[src/pkg/icdh_pkg.sv]
// ----------------------------------------------------------------
// shared constants and carriers for the card dma handshake
// ----------------------------------------------------------------
package icdh_pkg;

  // widths and depths
  localparam int unsigned DATA_W     = 16;
  localparam int unsigned ADDR_W     = 12;
  localparam int unsigned FIFO_DEPTH = 16;

  // timing: card strobe time in ns, rounded up to whole clocks
  localparam int unsigned CLK_PERIOD_NS = 100;
  localparam int unsigned T_STROBE_NS   = 400;
  localparam int unsigned STROBE_CYC    =
    (T_STROBE_NS + CLK_PERIOD_NS - 1) / CLK_PERIOD_NS;
  localparam logic [2:0]  STROBE_CNT    = 3'(STROBE_CYC);

  // card request input select codes
  localparam logic [1:0] SEL_NONE   = 2'h0;
  localparam logic [1:0] SEL_INPACK = 2'h1;
  localparam logic [1:0] SEL_IOIS16 = 2'h2;
  localparam logic [1:0] SEL_SPKR   = 2'h3;

  // card enables: byte lane only, both lanes, none
  localparam logic [1:0] CE_BYTE = 2'h2;
  localparam logic [1:0] CE_WORD = 2'h0;
  localparam logic [1:0] CE_OFF  = 2'h3;

  typedef struct packed {
    logic       io_mode;   // socket in i/o card interface mode
    logic       dma_en;    // global dma enable
    logic [1:0] req_sel;   // card request input select
  } icdh_cfg_t;

  // asynchronous pins, all active low except tc
  typedef struct packed {
    logic tc;
    logic dack_n;
    logic inpack_n;
    logic spkr_n;
    logic iois16_n;
  } icdh_pins_t;

  localparam logic [4:0] PIN_RST = 5'h0f;

  // isa dma cycle as decoded by the bus front end
  typedef struct packed {
    logic              valid;
    logic              to_card;  // memory to card (dma read)
    logic              wide;     // 16-bit isa cycle
    logic [DATA_W-1:0] data;
  } icdh_isa_t;

  // command word held in the fifo
  typedef struct packed {
    logic              to_card;
    logic              wide;
    logic              tc;
    logic [DATA_W-1:0] data;
  } icdh_cmd_t;

  localparam int unsigned CMD_W = $bits(icdh_cmd_t);

  // ordinary card memory or i/o cycle
  typedef struct packed {
    logic              valid;
    logic              is_io;
    logic              is_write;
    logic              is_attr;
    logic              wide;
    logic [ADDR_W-1:0] addr;
    logic [DATA_W-1:0] data;
  } icdh_std_t;

  // card-side strobes, all active low, data pins as value plus drive enable
  typedef struct packed {
    logic              reg_n;
    logic              oe_n;
    logic              we_n;
    logic              iord_n;
    logic              iowr_n;
    logic [1:0]        ce_n;
    logic [ADDR_W-1:0] addr;
    logic [DATA_W-1:0] d;
    logic              d_oe;
  } icdh_card_t;

  localparam icdh_card_t CARD_IDLE = '{reg_n: 1'b1, oe_n: 1'b1,
    we_n: 1'b1, iord_n: 1'b1, iowr_n: 1'b1, ce_n: CE_OFF,
    addr: '0, d: '0, d_oe: 1'b0};

  typedef enum logic [3:0] {
    SEQ_IDLE   = 4'b0001,
    SEQ_SETUP  = 4'b0010,
    SEQ_STROBE = 4'b0100,
    SEQ_HOLD   = 4'b1000
  } icdh_seq_t;

endpackage

[src/verilog/icdh_dma.sv]
`timescale 1ns/1ns
// ----------------------------------------------------------------
// Contract
// [RULE_01] software puts socket in i/o card mode
// [RULE_02] status bit reports io16 request line level
// [RULE_03] software clears io window size bits
// [RULE_04] speaker request select disables speaker output
// [RULE_05] software clears input-acknowledge control bit
// [RULE_06] dma only while global enable set
// [RULE_07] request out when card requests, fifo empty
// [RULE_08] low acknowledge lets isa dma cycles through
// [RULE_09] ordinary card cycles interleave with dma cycles
// [RULE_10] host pulses terminal count on last cycles
// [RULE_11] card-to-memory: oe low marks last read
// [RULE_12] memory-to-card: we low marks last write
// [RULE_13] two-bit select picks card request input
// [RULE_14] dma card cycle holds reg high
// [RULE_15] host keeps acknowledge low whole transfer
// [RULE_16] card width follows isa cycle width
// [RULE_17] request idle when disabled or unselected
// ----------------------------------------------------------------
module icdh_dma (
  input  logic                          i_clk,
  input  logic                          i_sys_rst,
  input  icdh_pkg::icdh_cfg_t           i_cfg,
  input  icdh_pkg::icdh_pins_t          i_pins,
  input  logic [icdh_pkg::DATA_W-1:0]   i_card_d,
  input  icdh_pkg::icdh_isa_t           i_isa,
  input  icdh_pkg::icdh_std_t           i_std,
  output icdh_pkg::icdh_card_t          o_card,
  output logic                          o_isa_ready,
  output logic                          o_drq,
  output logic                          o_dstat_req,
  output logic                          o_spkr_n,
  output logic [icdh_pkg::DATA_W-1:0]   o_isa_rdata,
  output logic                          o_isa_rvalid,
  output logic                          o_std_ready,
  output logic [icdh_pkg::DATA_W-1:0]   o_std_rdata,
  output logic                          o_std_done
);
  import icdh_pkg::*;

  // ----------------------------------------------------------------
  // state
  // ----------------------------------------------------------------
  typedef struct packed {
    icdh_pins_t        pin_s1;
    icdh_pins_t        pin_s2;
    icdh_pins_t        pin_s3;
    icdh_pins_t        pin_f;
    logic [DATA_W-1:0] d_s1;
    logic [DATA_W-1:0] d_s2;
    logic [DATA_W-1:0] d_s3;
    icdh_seq_t         seq;
    logic [2:0]        cnt;
    logic              cur_dma;
    icdh_cmd_t         cur_cmd;
    icdh_std_t         std_buf;
    logic              std_pend;
    logic              std_rdy;
    logic              prio_std;
    icdh_card_t        card;
    logic              drq;
    logic              dstat;
    logic              spkr_n;
    logic [DATA_W-1:0] isa_rdata;
    logic              isa_rvalid;
    logic [DATA_W-1:0] std_rdata;
    logic              std_done;
  } icdh_dma_st_t;

  icdh_dma_st_t st_ff;
  icdh_dma_st_t nxt_st;

  icdh_cmd_t    fifo_in;
  icdh_cmd_t    fifo_out;
  logic         fifo_ov;
  logic         fifo_empty;
  logic         fifo_wr_rdy;
  logic         fifo_pop;
  logic         req_on;
  logic         dma_on;
  logic         take_std;

  // ----------------------------------------------------------------
  // helpers
  // ----------------------------------------------------------------
  // selected card request, active low on the pin, 1 = requesting
  function automatic logic sel_req(input logic [1:0] sel,
                                   input icdh_pins_t p);
    logic r;
    r = 1'b0;
    unique case (sel)
      SEL_INPACK: r = !p.inpack_n;
      SEL_IOIS16: r = !p.iois16_n;
      SEL_SPKR:   r = !p.spkr_n;
      SEL_NONE:   r = 1'b0;
    endcase
    return r;
  endfunction

  // chip enables for an 8- or 16-bit transfer
  function automatic logic [1:0] ce_for(input logic wide);
    return wide ? CE_WORD : CE_BYTE;
  endfunction

  // dma path open: enabled, i/o mode, input chosen, host acknowledging
  assign req_on   = sel_req(i_cfg.req_sel, st_ff.pin_f); // RULE_13
  assign dma_on   = i_cfg.dma_en && i_cfg.io_mode      // RULE_06 RULE_01
                    && (i_cfg.req_sel != SEL_NONE)
                    && !st_ff.pin_f.dack_n;            // RULE_08 RULE_15
  // strict alternation keeps a dma burst from starving ordinary cycles
  assign take_std = st_ff.std_pend && (st_ff.prio_std || !fifo_ov);
  assign fifo_pop = (st_ff.seq == SEQ_IDLE) && !take_std;

  // terminal count sampled with each accepted isa cycle
  assign fifo_in  = '{to_card: i_isa.to_card, wide: i_isa.wide,
                      tc: st_ff.pin_f.tc, data: i_isa.data}; // RULE_10

  icdh_fifo #(
    .WIDTH (CMD_W),
    .DEPTH (FIFO_DEPTH)
  ) u_fifo (
    .i_clk      (i_clk),
    .i_sys_rst  (i_sys_rst),
    .i_wr_en    (dma_on),
    .i_wr_valid (i_isa.valid),
    .i_wr_data  (fifo_in),
    .o_wr_ready (fifo_wr_rdy),
    .i_rd_ready (fifo_pop),
    .o_rd_valid (fifo_ov),
    .o_rd_data  (fifo_out),
    .o_empty    (fifo_empty)
  );

  // ----------------------------------------------------------------
  // next state
  // ----------------------------------------------------------------
  always_comb begin
    nxt_st = st_ff;
    // three-stage pin sync; a bit moves once stages two and three agree
    nxt_st.pin_s1 = i_pins;
    nxt_st.pin_s2 = st_ff.pin_s1;
    nxt_st.pin_s3 = st_ff.pin_s2;
    nxt_st.pin_f  = (st_ff.pin_s3 & ~(st_ff.pin_s2 ^ st_ff.pin_s3))
                  | (st_ff.pin_f & (st_ff.pin_s2 ^ st_ff.pin_s3));
    nxt_st.d_s1   = i_card_d;
    nxt_st.d_s2   = st_ff.d_s1;
    nxt_st.d_s3   = st_ff.d_s2;

    // request to isa only with an empty fifo
    nxt_st.drq    = req_on && fifo_empty && i_cfg.dma_en
                    && i_cfg.io_mode;                  // RULE_07 RULE_17
    nxt_st.dstat  = st_ff.pin_f.iois16_n;              // RULE_02
    nxt_st.spkr_n = (i_cfg.req_sel == SEL_SPKR)
                    ? 1'b1 : st_ff.pin_f.spkr_n;       // RULE_04
    nxt_st.isa_rvalid = 1'b0;
    nxt_st.std_done   = 1'b0;

    // ordinary cycle intake, one held at a time
    if (i_std.valid && st_ff.std_rdy) begin
      nxt_st.std_pend = 1'b1;
      nxt_st.std_buf  = i_std;
    end

    unique case (st_ff.seq)
      SEQ_IDLE: begin
        if (take_std) begin                            // RULE_09
          nxt_st.std_pend  = 1'b0;
          nxt_st.prio_std  = 1'b0;
          nxt_st.cur_dma   = 1'b0;
          nxt_st.card.reg_n = !(st_ff.std_buf.is_io
                                || st_ff.std_buf.is_attr);
          nxt_st.card.addr = st_ff.std_buf.addr;
          nxt_st.card.ce_n = ce_for(st_ff.std_buf.wide);
          nxt_st.card.d    = st_ff.std_buf.data;
          nxt_st.card.d_oe = st_ff.std_buf.is_write;
          nxt_st.seq       = SEQ_SETUP;
        end else if (fifo_ov) begin
          nxt_st.prio_std  = 1'b1;
          nxt_st.cur_dma   = 1'b1;
          nxt_st.cur_cmd   = fifo_out;
          nxt_st.card.reg_n = 1'b1;                    // RULE_14
          nxt_st.card.addr = '0;
          nxt_st.card.ce_n = ce_for(fifo_out.wide);    // RULE_16
          nxt_st.card.d    = fifo_out.data;
          nxt_st.card.d_oe = fifo_out.to_card;
          nxt_st.seq       = SEQ_SETUP;
        end
      end
      SEQ_SETUP: begin
        nxt_st.cnt = STROBE_CNT;
        nxt_st.seq = SEQ_STROBE;
        if (st_ff.cur_dma) begin
          nxt_st.card.iowr_n = !st_ff.cur_cmd.to_card;
          nxt_st.card.iord_n = st_ff.cur_cmd.to_card;
          nxt_st.card.oe_n   = !(!st_ff.cur_cmd.to_card
                                 && st_ff.cur_cmd.tc); // RULE_11
          nxt_st.card.we_n   = !(st_ff.cur_cmd.to_card
                                 && st_ff.cur_cmd.tc); // RULE_12
        end else if (st_ff.std_buf.is_io) begin
          nxt_st.card.iowr_n = !st_ff.std_buf.is_write;
          nxt_st.card.iord_n = st_ff.std_buf.is_write;
        end else begin
          nxt_st.card.we_n   = !st_ff.std_buf.is_write;
          nxt_st.card.oe_n   = st_ff.std_buf.is_write;
        end
      end
      SEQ_STROBE: begin
        if (st_ff.cnt == 3'h1) begin
          nxt_st.seq         = SEQ_HOLD;
          nxt_st.card.oe_n   = 1'b1;
          nxt_st.card.we_n   = 1'b1;
          nxt_st.card.iord_n = 1'b1;
          nxt_st.card.iowr_n = 1'b1;
          // byte transfers return only the low lane
          if (st_ff.cur_dma) begin
            nxt_st.isa_rdata = st_ff.cur_cmd.wide ? st_ff.d_s3
                               : {8'h00, st_ff.d_s3[7:0]};
          end else begin
            nxt_st.std_rdata = st_ff.std_buf.wide ? st_ff.d_s3
                               : {8'h00, st_ff.d_s3[7:0]};
          end
        end else begin
          nxt_st.cnt = st_ff.cnt - 3'h1;
        end
      end
      SEQ_HOLD: begin
        nxt_st.card = CARD_IDLE;
        nxt_st.seq  = SEQ_IDLE;
        if (st_ff.cur_dma) begin
          nxt_st.isa_rvalid = !st_ff.cur_cmd.to_card;
        end else begin
          nxt_st.std_done = 1'b1;
        end
      end
    endcase
    nxt_st.std_rdy = !nxt_st.std_pend;
  end

  always_ff @(posedge i_clk) begin
    if (i_sys_rst) begin
      st_ff        <= '0;
      st_ff.pin_s1 <= PIN_RST;
      st_ff.pin_s2 <= PIN_RST;
      st_ff.pin_s3 <= PIN_RST;
      st_ff.pin_f  <= PIN_RST;
      st_ff.seq    <= SEQ_IDLE;
      st_ff.card   <= CARD_IDLE;
      st_ff.dstat  <= 1'b1;
      st_ff.spkr_n <= 1'b1;
    end else begin
      st_ff <= nxt_st;
    end
  end

  // outputs straight from flip-flops
  assign o_card       = st_ff.card;
  assign o_isa_ready  = fifo_wr_rdy;
  assign o_drq        = st_ff.drq;
  assign o_dstat_req  = st_ff.dstat;
  assign o_spkr_n     = st_ff.spkr_n;
  assign o_isa_rdata  = st_ff.isa_rdata;
  assign o_isa_rvalid = st_ff.isa_rvalid;
  assign o_std_ready  = st_ff.std_rdy;
  assign o_std_rdata  = st_ff.std_rdata;
  assign o_std_done   = st_ff.std_done;
endmodule

[src/verilog/icdh_fifo.sv]
`timescale 1ns/1ns
// ----------------------------------------------------------------
// command fifo with registered read word
// ----------------------------------------------------------------
module icdh_fifo #(
  parameter int unsigned WIDTH = 19,
  parameter int unsigned DEPTH = 16
) (
  input  logic             i_clk,
  input  logic             i_sys_rst,
  input  logic             i_wr_en,
  input  logic             i_wr_valid,
  input  logic [WIDTH-1:0] i_wr_data,
  output logic             o_wr_ready,
  input  logic             i_rd_ready,
  output logic             o_rd_valid,
  output logic [WIDTH-1:0] o_rd_data,
  output logic             o_empty
);
  localparam int unsigned AW = $clog2(DEPTH);

  typedef struct packed {
    logic [DEPTH-1:0][WIDTH-1:0] mem;
    logic [AW-1:0]               wp;
    logic [AW-1:0]               rp;
    logic [AW:0]                 cnt;
    logic                        ov;
    logic [WIDTH-1:0]            od;
    logic                        rdy;
    logic                        emp;
  } icdh_fifo_st_t;

  icdh_fifo_st_t st_ff;
  icdh_fifo_st_t nxt_st;
  logic          push;
  logic          load;

  // ready is registered, so it stalls one clock early on the last slot
  assign push = i_wr_valid && st_ff.rdy;
  assign load = (st_ff.cnt != '0) && (!st_ff.ov || i_rd_ready);

  // pointer and output stage update
  always_comb begin
    nxt_st = st_ff;
    if (i_rd_ready && st_ff.ov) begin
      nxt_st.ov = 1'b0;
    end
    if (load) begin
      nxt_st.od = st_ff.mem[st_ff.rp];
      nxt_st.ov = 1'b1;
      nxt_st.rp = st_ff.rp + 1'b1;
    end
    if (push) begin
      nxt_st.mem[st_ff.wp] = i_wr_data;
      nxt_st.wp = st_ff.wp + 1'b1;
    end
    nxt_st.cnt = (AW+1)'(st_ff.cnt + push - load);
    nxt_st.rdy = i_wr_en && (nxt_st.cnt < (AW+1)'(DEPTH - 1));
    nxt_st.emp = (nxt_st.cnt == '0) && !nxt_st.ov && !push;
  end

  always_ff @(posedge i_clk) begin
    if (i_sys_rst) begin
      st_ff     <= '0;
      st_ff.emp <= 1'b1;
    end else begin
      st_ff <= nxt_st;
    end
  end

  assign o_wr_ready = st_ff.rdy;
  assign o_rd_valid = st_ff.ov;
  assign o_rd_data  = st_ff.od;
  assign o_empty    = st_ff.emp;
endmodule

[config.mk]
export PLATFORM = sky130hd
export DESIGN_NAME = icdh_dma
export DESIGN_NICKNAME = d
export VERILOG_FILES = /design/src/pkg/icdh_pkg.sv /design/src/verilog/icdh_dma.sv /design/src/verilog/icdh_fifo.sv
export SDC_FILE = /design/constraint.sdc
export NUM_CORES = 1
export LEC_CHECK = 0
export BUFFER_PORTS_ARGS = -buffer_cell sky130_fd_sc_hd__buf_2
export CORE_ASPECT_RATIO = 1.4
export CORE_UTILIZATION = 55
export CTS_BUF_LIST = sky130_fd_sc_hd__clkbuf_16
export DETAILED_ROUTE_END_ITERATION = 16
export PLACE_DENSITY = 0.74
export SYNTH_ARGS = -nofsm -noshare
export SYNTH_HDL_FRONTEND = slang
export SYNTH_SLANG_ARGS = --single-unit
[constraint.sdc]
create_clock -name i_clk -period 7.3 [get_ports i_clk]
set_input_delay 1.095 -clock i_clk [delete_from_list [all_inputs] [get_ports i_clk]]
set_output_delay 1.095 -clock i_clk [all_outputs]
set_load 0.03 [all_outputs]
==> out/metrics.cfg, run 1 <==
[clock_tree]
clkTransAtPathRegs_ns = 0.07
worstSkewPairLatency_ns = 0.57
cts_buffers = 49
root_buffer = clkbuf_16
cts_tree = done
cts_hold_buf = 0
cts.repair.resized = 0
cts_max_level = 2
cts_setup_buffers = 0
clock_sinks = 526
clockBufferDepth = 3

[place]
place_area_um2 = 21500
io_buffers = 153
place.detailed.hpwl_um = 33600
dp_cells = 2907
dpl_worst_slack_ns = 3.77
gp_congestion = 0.810

[critical_path]
critPathKind = register to register
cp-start-kind = register
arrival_ns = 3.96
reg2regPathDepth = 12
worst-r2r-setup-slack_ns = 3.85
crit_required_ns = 7.82
cp-end-kind = register
r2r_end = u_fifo.o_empty$_SDFF_PP1_
timing.rr.start = st_ff[132]$_SDFFE_PP1P_
critPathMaxFanout = 23

[die]
io_pins = 154
rows = 85
core_area_um2 = 38300
dieArea_um2 = 39600
dieHeight_um = 235
die_w_um = 168
initial_core_util = 0.557

[synth]
synthCells = 2528
synth.cell_area_um2 = 21300
synth_top_area_cell = dfxtp_1
synth_most_common_cell = nand2_1
synth_commonest_cells = 762 x nand2_1, 526 x dfxtp_1, 417 x a21oi_1
ys_seq_area_frac = 0.494
yosys_warnings = 0
yosys_most_used_dff = dfxtp_1
synth_edf_count = 0
avgSynthCellArea_um2 = 8.44
synth_area_leaders = dfxtp_1 49%, nand2_1 13%, a21oi_1 9.8%
syn_nets = 2621
ys_types = 58
synth-seq-cells = 526
synthArstFlopShare = 0
synth_top_cell_area_share = 0.494

[sta]
period_needed_ns = 3.45
slew_violations = 0
tightestPinTransition_ns = 1.34
hold_violations = 0
fin_crit_sh = 0.472
setup_viol_count_final = 0
worst_clock_skew_ns = 0.00867
clock.fmax_ghz = 0.290
worst_slack_ns = 3.85
grt_setup_unrepaired = false
relSlewSlack = 0.108
tns_ns = 0

[power]
power_density_nw_per_um2 = 281
p_leak_nw = 7.84
max-vdd-ir-drop_uv = 196

[detailed_routing]
vias_per_cell = 5.65
drc = 0
drt_iter0_markers = 1328
antenna_left = 0
dr.pass1.iters = 5
routed_wl_um = 50800
wl_per_cell_um = 16.9
via_count = 16900

[hold_path]
whs_path_depth = 1
hp-class = register to register
hold-path-endpoint = nxt_st[189]$_SDFF_PP1_
min_from = nxt_st[194]$_SDFF_PP1_

[flow_run]
cap_violations = 0

[cells_and_area]
area_growth_pct = 8.28
drive_gt1_frac = 0.128
fillers = 3281
fin_cells = 2997
nets = 2573
final_area_um2 = 23100

[grt]
antenna_found_initial = 2
grt.busiest_layer = met2
grt_pass1_vias = 16400
grt_pass1_wl_um = 82500
grt.total_usage = 0.253
grt_util_met2 = 0.458
grt_use_met3 = 0.0323
gr-usage-met1 = 0.306
grt_max_degree = 214
grt.overflow.total = 0

[run_status]
status = completed

through the flow:
stage                     power [mW]  hold slack (ns)  utilization
after detailed placement        4.03            0.392        0.562
final                           6.48            0.408        0.603
after global placement          4.01            0.393        0.562
after CTS                       6.52            0.408        0.603
after floorplan                 3.85            0.389            -
after global routing            6.74            0.429        0.603
flip-flops by register name, indices dropped and copies added (netlist names), 16 cells and up, named ones only:
name,count
u_fifo.o_rd_data,19
nxt_st,42
u_fifo.st_ff,317
o_std_rdata,16
st_ff,66
o_card,36
o_isa_rdata,16
cell usage in the layout (no fill, tap or decap), types with 21 or more instances in the layout:
master	n
dfxtp_1	524
mux4_2	38
nand3_1	38
clkbuf_16	51
o22ai_1	56
inv_1	43
buf_4	23
nor2_1	45
buf_2	152
mux2i_1	85
nand2_1	762
a21oi_1	417
a211oi_1	21
nor2b_1	59
worst max-delay path by stage:
stage | endpoint | cells past startpoint | start
floorplan | u_fifo.o_empty$_SDFF_PP1_ | 9 | i_isa[18]
global placement | o_card[13]$_SDFFE_PP0P_ | 4 | i_sys_rst
detailed placement | o_card[15]$_SDFFE_PP0P_ | 4 | i_sys_rst
CTS | u_fifo.o_empty$_SDFF_PP1_ | 12 | st_ff[132]$_SDFFE_PP1P_
global route | u_fifo.o_empty$_SDFF_PP1_ | 12 | st_ff[132]$_SDFFE_PP1P_
finish | u_fifo.o_empty$_SDFF_PP1_ | 12 | st_ff[132]$_SDFFE_PP1P_
area by class of cell:
| type | instances | area, um^2 | share of cell area |
|---|---|---|---|
| clock inverters | 37 | 287 | 0.0124 |
| repair buffers | 177 | 968 | 0.0419 |
| diodes | 2 | 5.00 | 0.000217 |
| well taps | 478 | 598 | 0.0259 |
| multi-input cells | 1695 | 9310 | 0.403 |
| inverters | 31 | 116 | 0.00504 |
| clock buffers | 51 | 1280 | 0.0553 |
| flip-flops and latches | 526 | 10500 | 0.456 |
logic make-up (layout without fill, tap and decap cells):
| kind of cell | after synthesis | in the layout | share of synthesized area |
|---|---|---|---|
| xor gates and xnor gates | 8 | 8 | 0.00329 |
| adders and majority gates | 14 | 14 | 0.00857 |
| other | 0 | 2 | 0 |
| muxes | 123 | 123 | 0.0800 |
| AOI/OAI and AO/OA | 573 | 573 | 0.150 |
| and+or+nand+nor | 977 | 977 | 0.194 |
| buffers and inverters | 307 | 296 | 0.0703 |
| DFF | 526 | 526 | 0.494 |
critical path, stage by stage (launching register included):
cell and delay (ns):
dfxtp_1 0.54, nor4b_4 0.27, buf_4 0.31, a21boi_0 0.24, nor2_1 0.14, buf_4 0.25
ha_1 0.27, inv_1 0.06, ha_1 0.18, fa_1 0.47, nor3_1 0.28, and4_1 0.23
a31o_2 0.15
report_power, final:
group	total [mW]	internal [mW]	leakage [nW]	switching (mW)
logic	0.878	0.318	2.77	0.560
clock network	2.51	1.43	0.812	1.08
registers	3.10	2.99	4.26	0.106
metal layers:
metal	up-vias	part of all wire
met2	478	0.52
met1	8046	0.41
met5	-	0
met3	89	0.049
li1	8314	-
met4	0	0.025
(Power assumes the default switching activity.)
==> inputs of run 2 (changes only) <==
==> constraint.sdc (replaced) <==
create_clock -name i_clk -period 3.45 [get_ports i_clk]
set_input_delay 0.5175 -clock i_clk [delete_from_list [all_inputs] [get_ports i_clk]]
set_output_delay 0.5175 -clock i_clk [all_outputs]
set_load 0.03 [all_outputs]
==> out/metrics.cfg, run 2 (same netlist as run 1, synthesis figures left out) <==
[run_status]
status = completed

[die]
die_w_um = 168
io_pins = 154
rows = 85
core_area_um2 = 38300
dieHeight_um = 235
initial_core_util = 0.557
dieArea_um2 = 39600

[grt]
grt_use_met3 = 0.0355
grt.overflow.total = 0
antenna_found_initial = 0
grt_max_degree = 183
grt_util_met2 = 0.476
grt.total_usage = 0.259
grt_pass1_wl_um = 84100
grt.busiest_layer = met2
grt_pass1_vias = 16400
gr-usage-met1 = 0.304

[power]
p_leak_nw = 7.83
power_density_nw_per_um2 = 586
max-vdd-ir-drop_uv = 364
p_total_mw = 13.5

[critical_path]
cp_cell_sequence = nor4b_4 -> a21boi_0 -> buf_4 -> nor2_1 -> ha_1 -> inv_1 -> ha_1 -> fa_1 -> a21oi_1 -> o21bai_1 -> xnor2_1 -> o311a_1
crit_required_ns = 3.95
crit_top_cell = ha_1
critPathKind = register to register
critPathMaxFanout = 12
cp-end-kind = register
max_stage_delay_ns = 0.60
arrival_ns = 3.49
cp-start-kind = register
worst_path_max_delay_cell = dfxtp_1

[cells_and_area]
diodes = 0
layout_commonest_cell = nand2_1
area_growth_pct = 8.27
utilization = 0.603
largest_reg_flops = 317
regMostFlops = u_fifo.st_ff
final_cell_mix = 762 x nand2_1, 524 x dfxtp_1, 417 x a21oi_1, 152 x buf_2, 85 x mux2i_1
drive_gt1_frac = 0.131
nets = 2581

[detailed_routing]
drt_iter0_markers = 1241
drc = 0
routed_wl_um = 51500
wl_per_cell_um = 17.2
vias_per_cell = 5.69
antenna_left = 0
via_count = 17100
dr.pass1.iters = 5

[sta]
slew_violations = 0
grt_setup_unrepaired = false
clock.fmax_ghz = 0.335
relSlewSlack = 0.282
tns_ns = 0
worst_slack_ns = 0.463
fin_crit_sh = 0.866
setup_viol_count_final = 0
period_needed_ns = 2.99
hold_violations = 0
worst_clock_skew_ns = 0.0160
tightestPinTransition_ns = 1.08

[clock_tree]
clkTransAtPathRegs_ns = 0.06
cts_setup_buffers = 0
cts.repair.resized = 0
cts_max_level = 2
root_buffer = clkbuf_16
clock_sinks = 526
cts_tree = done
cts_buffers = 48
cts_hold_buf = 0
clockBufferDepth = 3
worstSkewPairLatency_ns = 0.57

[flow_run]
cap_violations = 0

[place]
place.detailed.hpwl_um = 34800
gp_congestion = 0.861
dpl_worst_slack_ns = 0.478
io_buffers = 153

[hold_path]
hp-class = primary input to register

run 2: through the flow:
step	instances	hold slack, ns	instance area [um^2]
3_5_place_dp	2916	0.393	21600
5_1_grt	3003	0.134	23100
3_3_place_gp	2916	0.393	21600
6_report	3003	0.143	23100
4_1_cts	3003	0.129	23100
2_1_floorplan	2528	0.389	21300
run 2: worst max-delay path, delay by kind of cell, from the launching register on:
kind,cells,cell delay [ns]
AOI/OAI and AO/OA,4,0.73
xor gates and xnor gates,1,0.28
adders and majority gates,3,0.95
buffers and inverters,2,0.23
DFF,1,0.60
and+or+nand+nor,2,0.14
run 2: metal layers:
metal,vias to the layer above,part of all wire
met5,-,0
met3,106,0.047
li1,8347,-
met2,474,0.52
met4,0,0.026
met1,8147,0.40
run 2: report_power, final:
group / internal [mW] / leakage (nW) / switching (mW)
Combinational: 0.704 / 2.81 / 1.26
Sequential: 6.32 / 4.26 / 0.207
Clock: 2.79 / 0.757 / 2.25
run 2: final timing paths:
check,start,to,slack [ns],cells past startpoint
worst max-delay path,st_ff[135]$_SDFFE_PP0P_,u_fifo.o_wr_ready$_SDFF_PP0_,0.46,12
worst min-delay path,i_pins[0],nxt_st[194]$_SDFF_PP1_,0.14,2
worst max register to register,st_ff[135]$_SDFFE_PP0P_,u_fifo.o_wr_ready$_SDFF_PP0_,0.46,12
worst min register to register,nxt_st[196]$_SDFF_PP1_,nxt_st[191]$_SDFF_PP1_,0.41,1
run 2: final cells by class:
cell class                      instances  area (um^2)
Timing Repair Buffer                  186         1060
Multi-Input combinational cell       1695         9320
Tap cell                              478          598
Inverter                               31          116
Sequential cell                       526        10500
Clock inverter                         38          236
Clock buffer                           49         1230
Fill cell                            3273        15200
==> inputs of run 3 (changes only) <==
--- a/config.mk
+++ b/config.mk
@@ -10,6 +10,7 @@
 export CORE_UTILIZATION = 55
 export CTS_BUF_LIST = sky130_fd_sc_hd__clkbuf_16
 export DETAILED_ROUTE_END_ITERATION = 16
+export GPL_TIMING_DRIVEN = 0
 export PLACE_DENSITY = 0.74
 export SYNTH_ARGS = -nofsm -noshare
 export SYNTH_HDL_FRONTEND = slang
==> out/metrics.cfg, run 3 (same netlist as run 1, synthesis figures left out) <==
[place]
place.detailed.hpwl_um = 46600
io_buffers = 135
place_area_um2 = 22600
dp_cells = 3141
gp_congestion = 0.928

[die]
rows = 85
dieArea_um2 = 39600
io_pins = 154
initial_core_util = 0.557
die_w_um = 168
dieHeight_um = 235
core_area_um2 = 38300

[sta]
clock.fmax_ghz = 0.299
period_needed_ns = 3.34
tightestPinTransition_ns = 0.953
slew_violations = 0
finalHoldWorstSlack_ns = 0.119
hold_violations = 0
worst_clock_skew_ns = 0.0151
relSlewSlack = 0.362
setup_viol_count_final = 0
fin_crit_sh = 0.969

[clock_tree]
cts_buffers = 48
cts_hold_buf = 0
root_buffer = clkbuf_16
cts_tree = done
clock_sinks = 526
clockBufferDepth = 3
worstSkewPairLatency_ns = 0.58
clkTransAtPathRegs_ns = 0.06
cts_setup_buffers = 0
cts_max_level = 2

[detailed_routing]
drt_iter0_markers = 1324
via_count = 18200
antenna_left = 0
dr.pass1.iters = 7
routed_wl_um = 59800
drc = 0
wl_per_cell_um = 18.5
vias_per_cell = 5.63

[cells_and_area]
largest_reg_flops = 317
drive_gt1_frac = 0.139
multi_input_area_um2 = 9310
regArea_um2 = 10500
nets = 2806
fillers = 3333
fin_cells = 3227
area_growth_pct = 12.9
diodes = 0
regMostFlops = u_fifo.st_ff
layout_commonest_cell = nand2_1
final_cell_mix = 762 x nand2_1, 526 x dfxtp_1, 417 x a21oi_1, 159 x buf_2, 152 x clkbuf_1
final_area_um2 = 24100

[critical_path]
cp-end-kind = register
cp_cell_sequence = inv_1 -> ha_1 -> and3_1 -> clkbuf_1 -> nor2_1 -> buf_4 -> ha_1 -> inv_1 -> ha_1 -> fa_1 -> a21oi_1 -> o21bai_1 -> xnor2_2 -> o311a_1
critical_path.top_delay_family = adder cells
worst_path_max_delay_cell = fa_1
critPathMaxFanout = 10
cp-start-kind = register
arrival_ns = 3.85
path_buf_inv = 4
critPathKind = register to register
max_stage_delay_ns = 0.45
crit_required_ns = 3.96
crit_top_cell = ha_1

[power]
max-vdd-ir-drop_uv = 349
p_leak_nw = 8.34
power_density_nw_per_um2 = 573
p_total_mw = 13.8

[grt]
grt.busiest_layer = met2
antenna_found_initial = 0
grt_use_met3 = 0.0392
grt.total_usage = 0.300
gr-usage-met1 = 0.326
grt_max_degree = 16
grt_util_met2 = 0.560
grt.overflow.total = 0
grt_pass1_wl_um = 93400
grt_pass1_vias = 18000

[run_status]
status = completed

[hold_path]
hp-class = primary input to register

[flow_run]
cap_violations = 0

## run 3: power breakdown
group	total (mW)	internal [mW]	switching (mW)
Sequential	6.48	6.32	0.155
Combinational	2.24	0.819	1.42
Clock	5.09	2.79	2.30
## run 3: worst paths after layout
| path | startpoint | end | slack [ns] | cells after the start |
|---|---|---|---|---|
| max | u_fifo.st_ff[25]$_SDFF_PP0_ | u_fifo.o_wr_ready$_SDFF_PP0_ | 0.11 | 14 |
| min reg2reg | nxt_st[196]$_SDFF_PP1_ | nxt_st[191]$_SDFF_PP1_ | 0.41 | 1 |
| max reg2reg | u_fifo.st_ff[25]$_SDFF_PP0_ | u_fifo.o_wr_ready$_SDFF_PP0_ | 0.11 | 14 |
| min | i_pins[2] | nxt_st[196]$_SDFF_PP1_ | 0.12 | 2 |
## run 3: area by class of cell
cell class,count,area share
Tap cell,478,0.0248
Clock inverter,37,0.0102
Buffer,276,0.0576
Clock buffer,49,0.0509
Timing Repair Buffer,135,0.0281
Inverter,31,0.00483
Sequential cell,526,0.437
Multi-Input combinational cell,1695,0.386
## run 3: routing by layer
metal / routed length (um) / share of wire / vias up
met1: 22200 / 0.37 / 8586
met2: 31600 / 0.53 / 634
met3: 3330 / 0.056 / 158
li1: - / - / 8783
met4: 2640 / 0.044 / 0
met5: 0 / 0 / -
## run 3: through the flow
step	TNS (ns)	utilization	worst slack, ns
floorplan	0	-	0.576
global placement	-0.0770	0.590	-0.0688
detailed placement	-0.275	0.590	-0.145
CTS	0	0.629	0.0664
global route	-0.0271	0.629	-0.0271
finish	0	0.629	0.108
## run 3: timing repair
action                     4_1_cts  5_1_grt
resized for setup                2        2
pin swaps                        0        0
setup endpoints to repair        3        3
cloned                           0        0
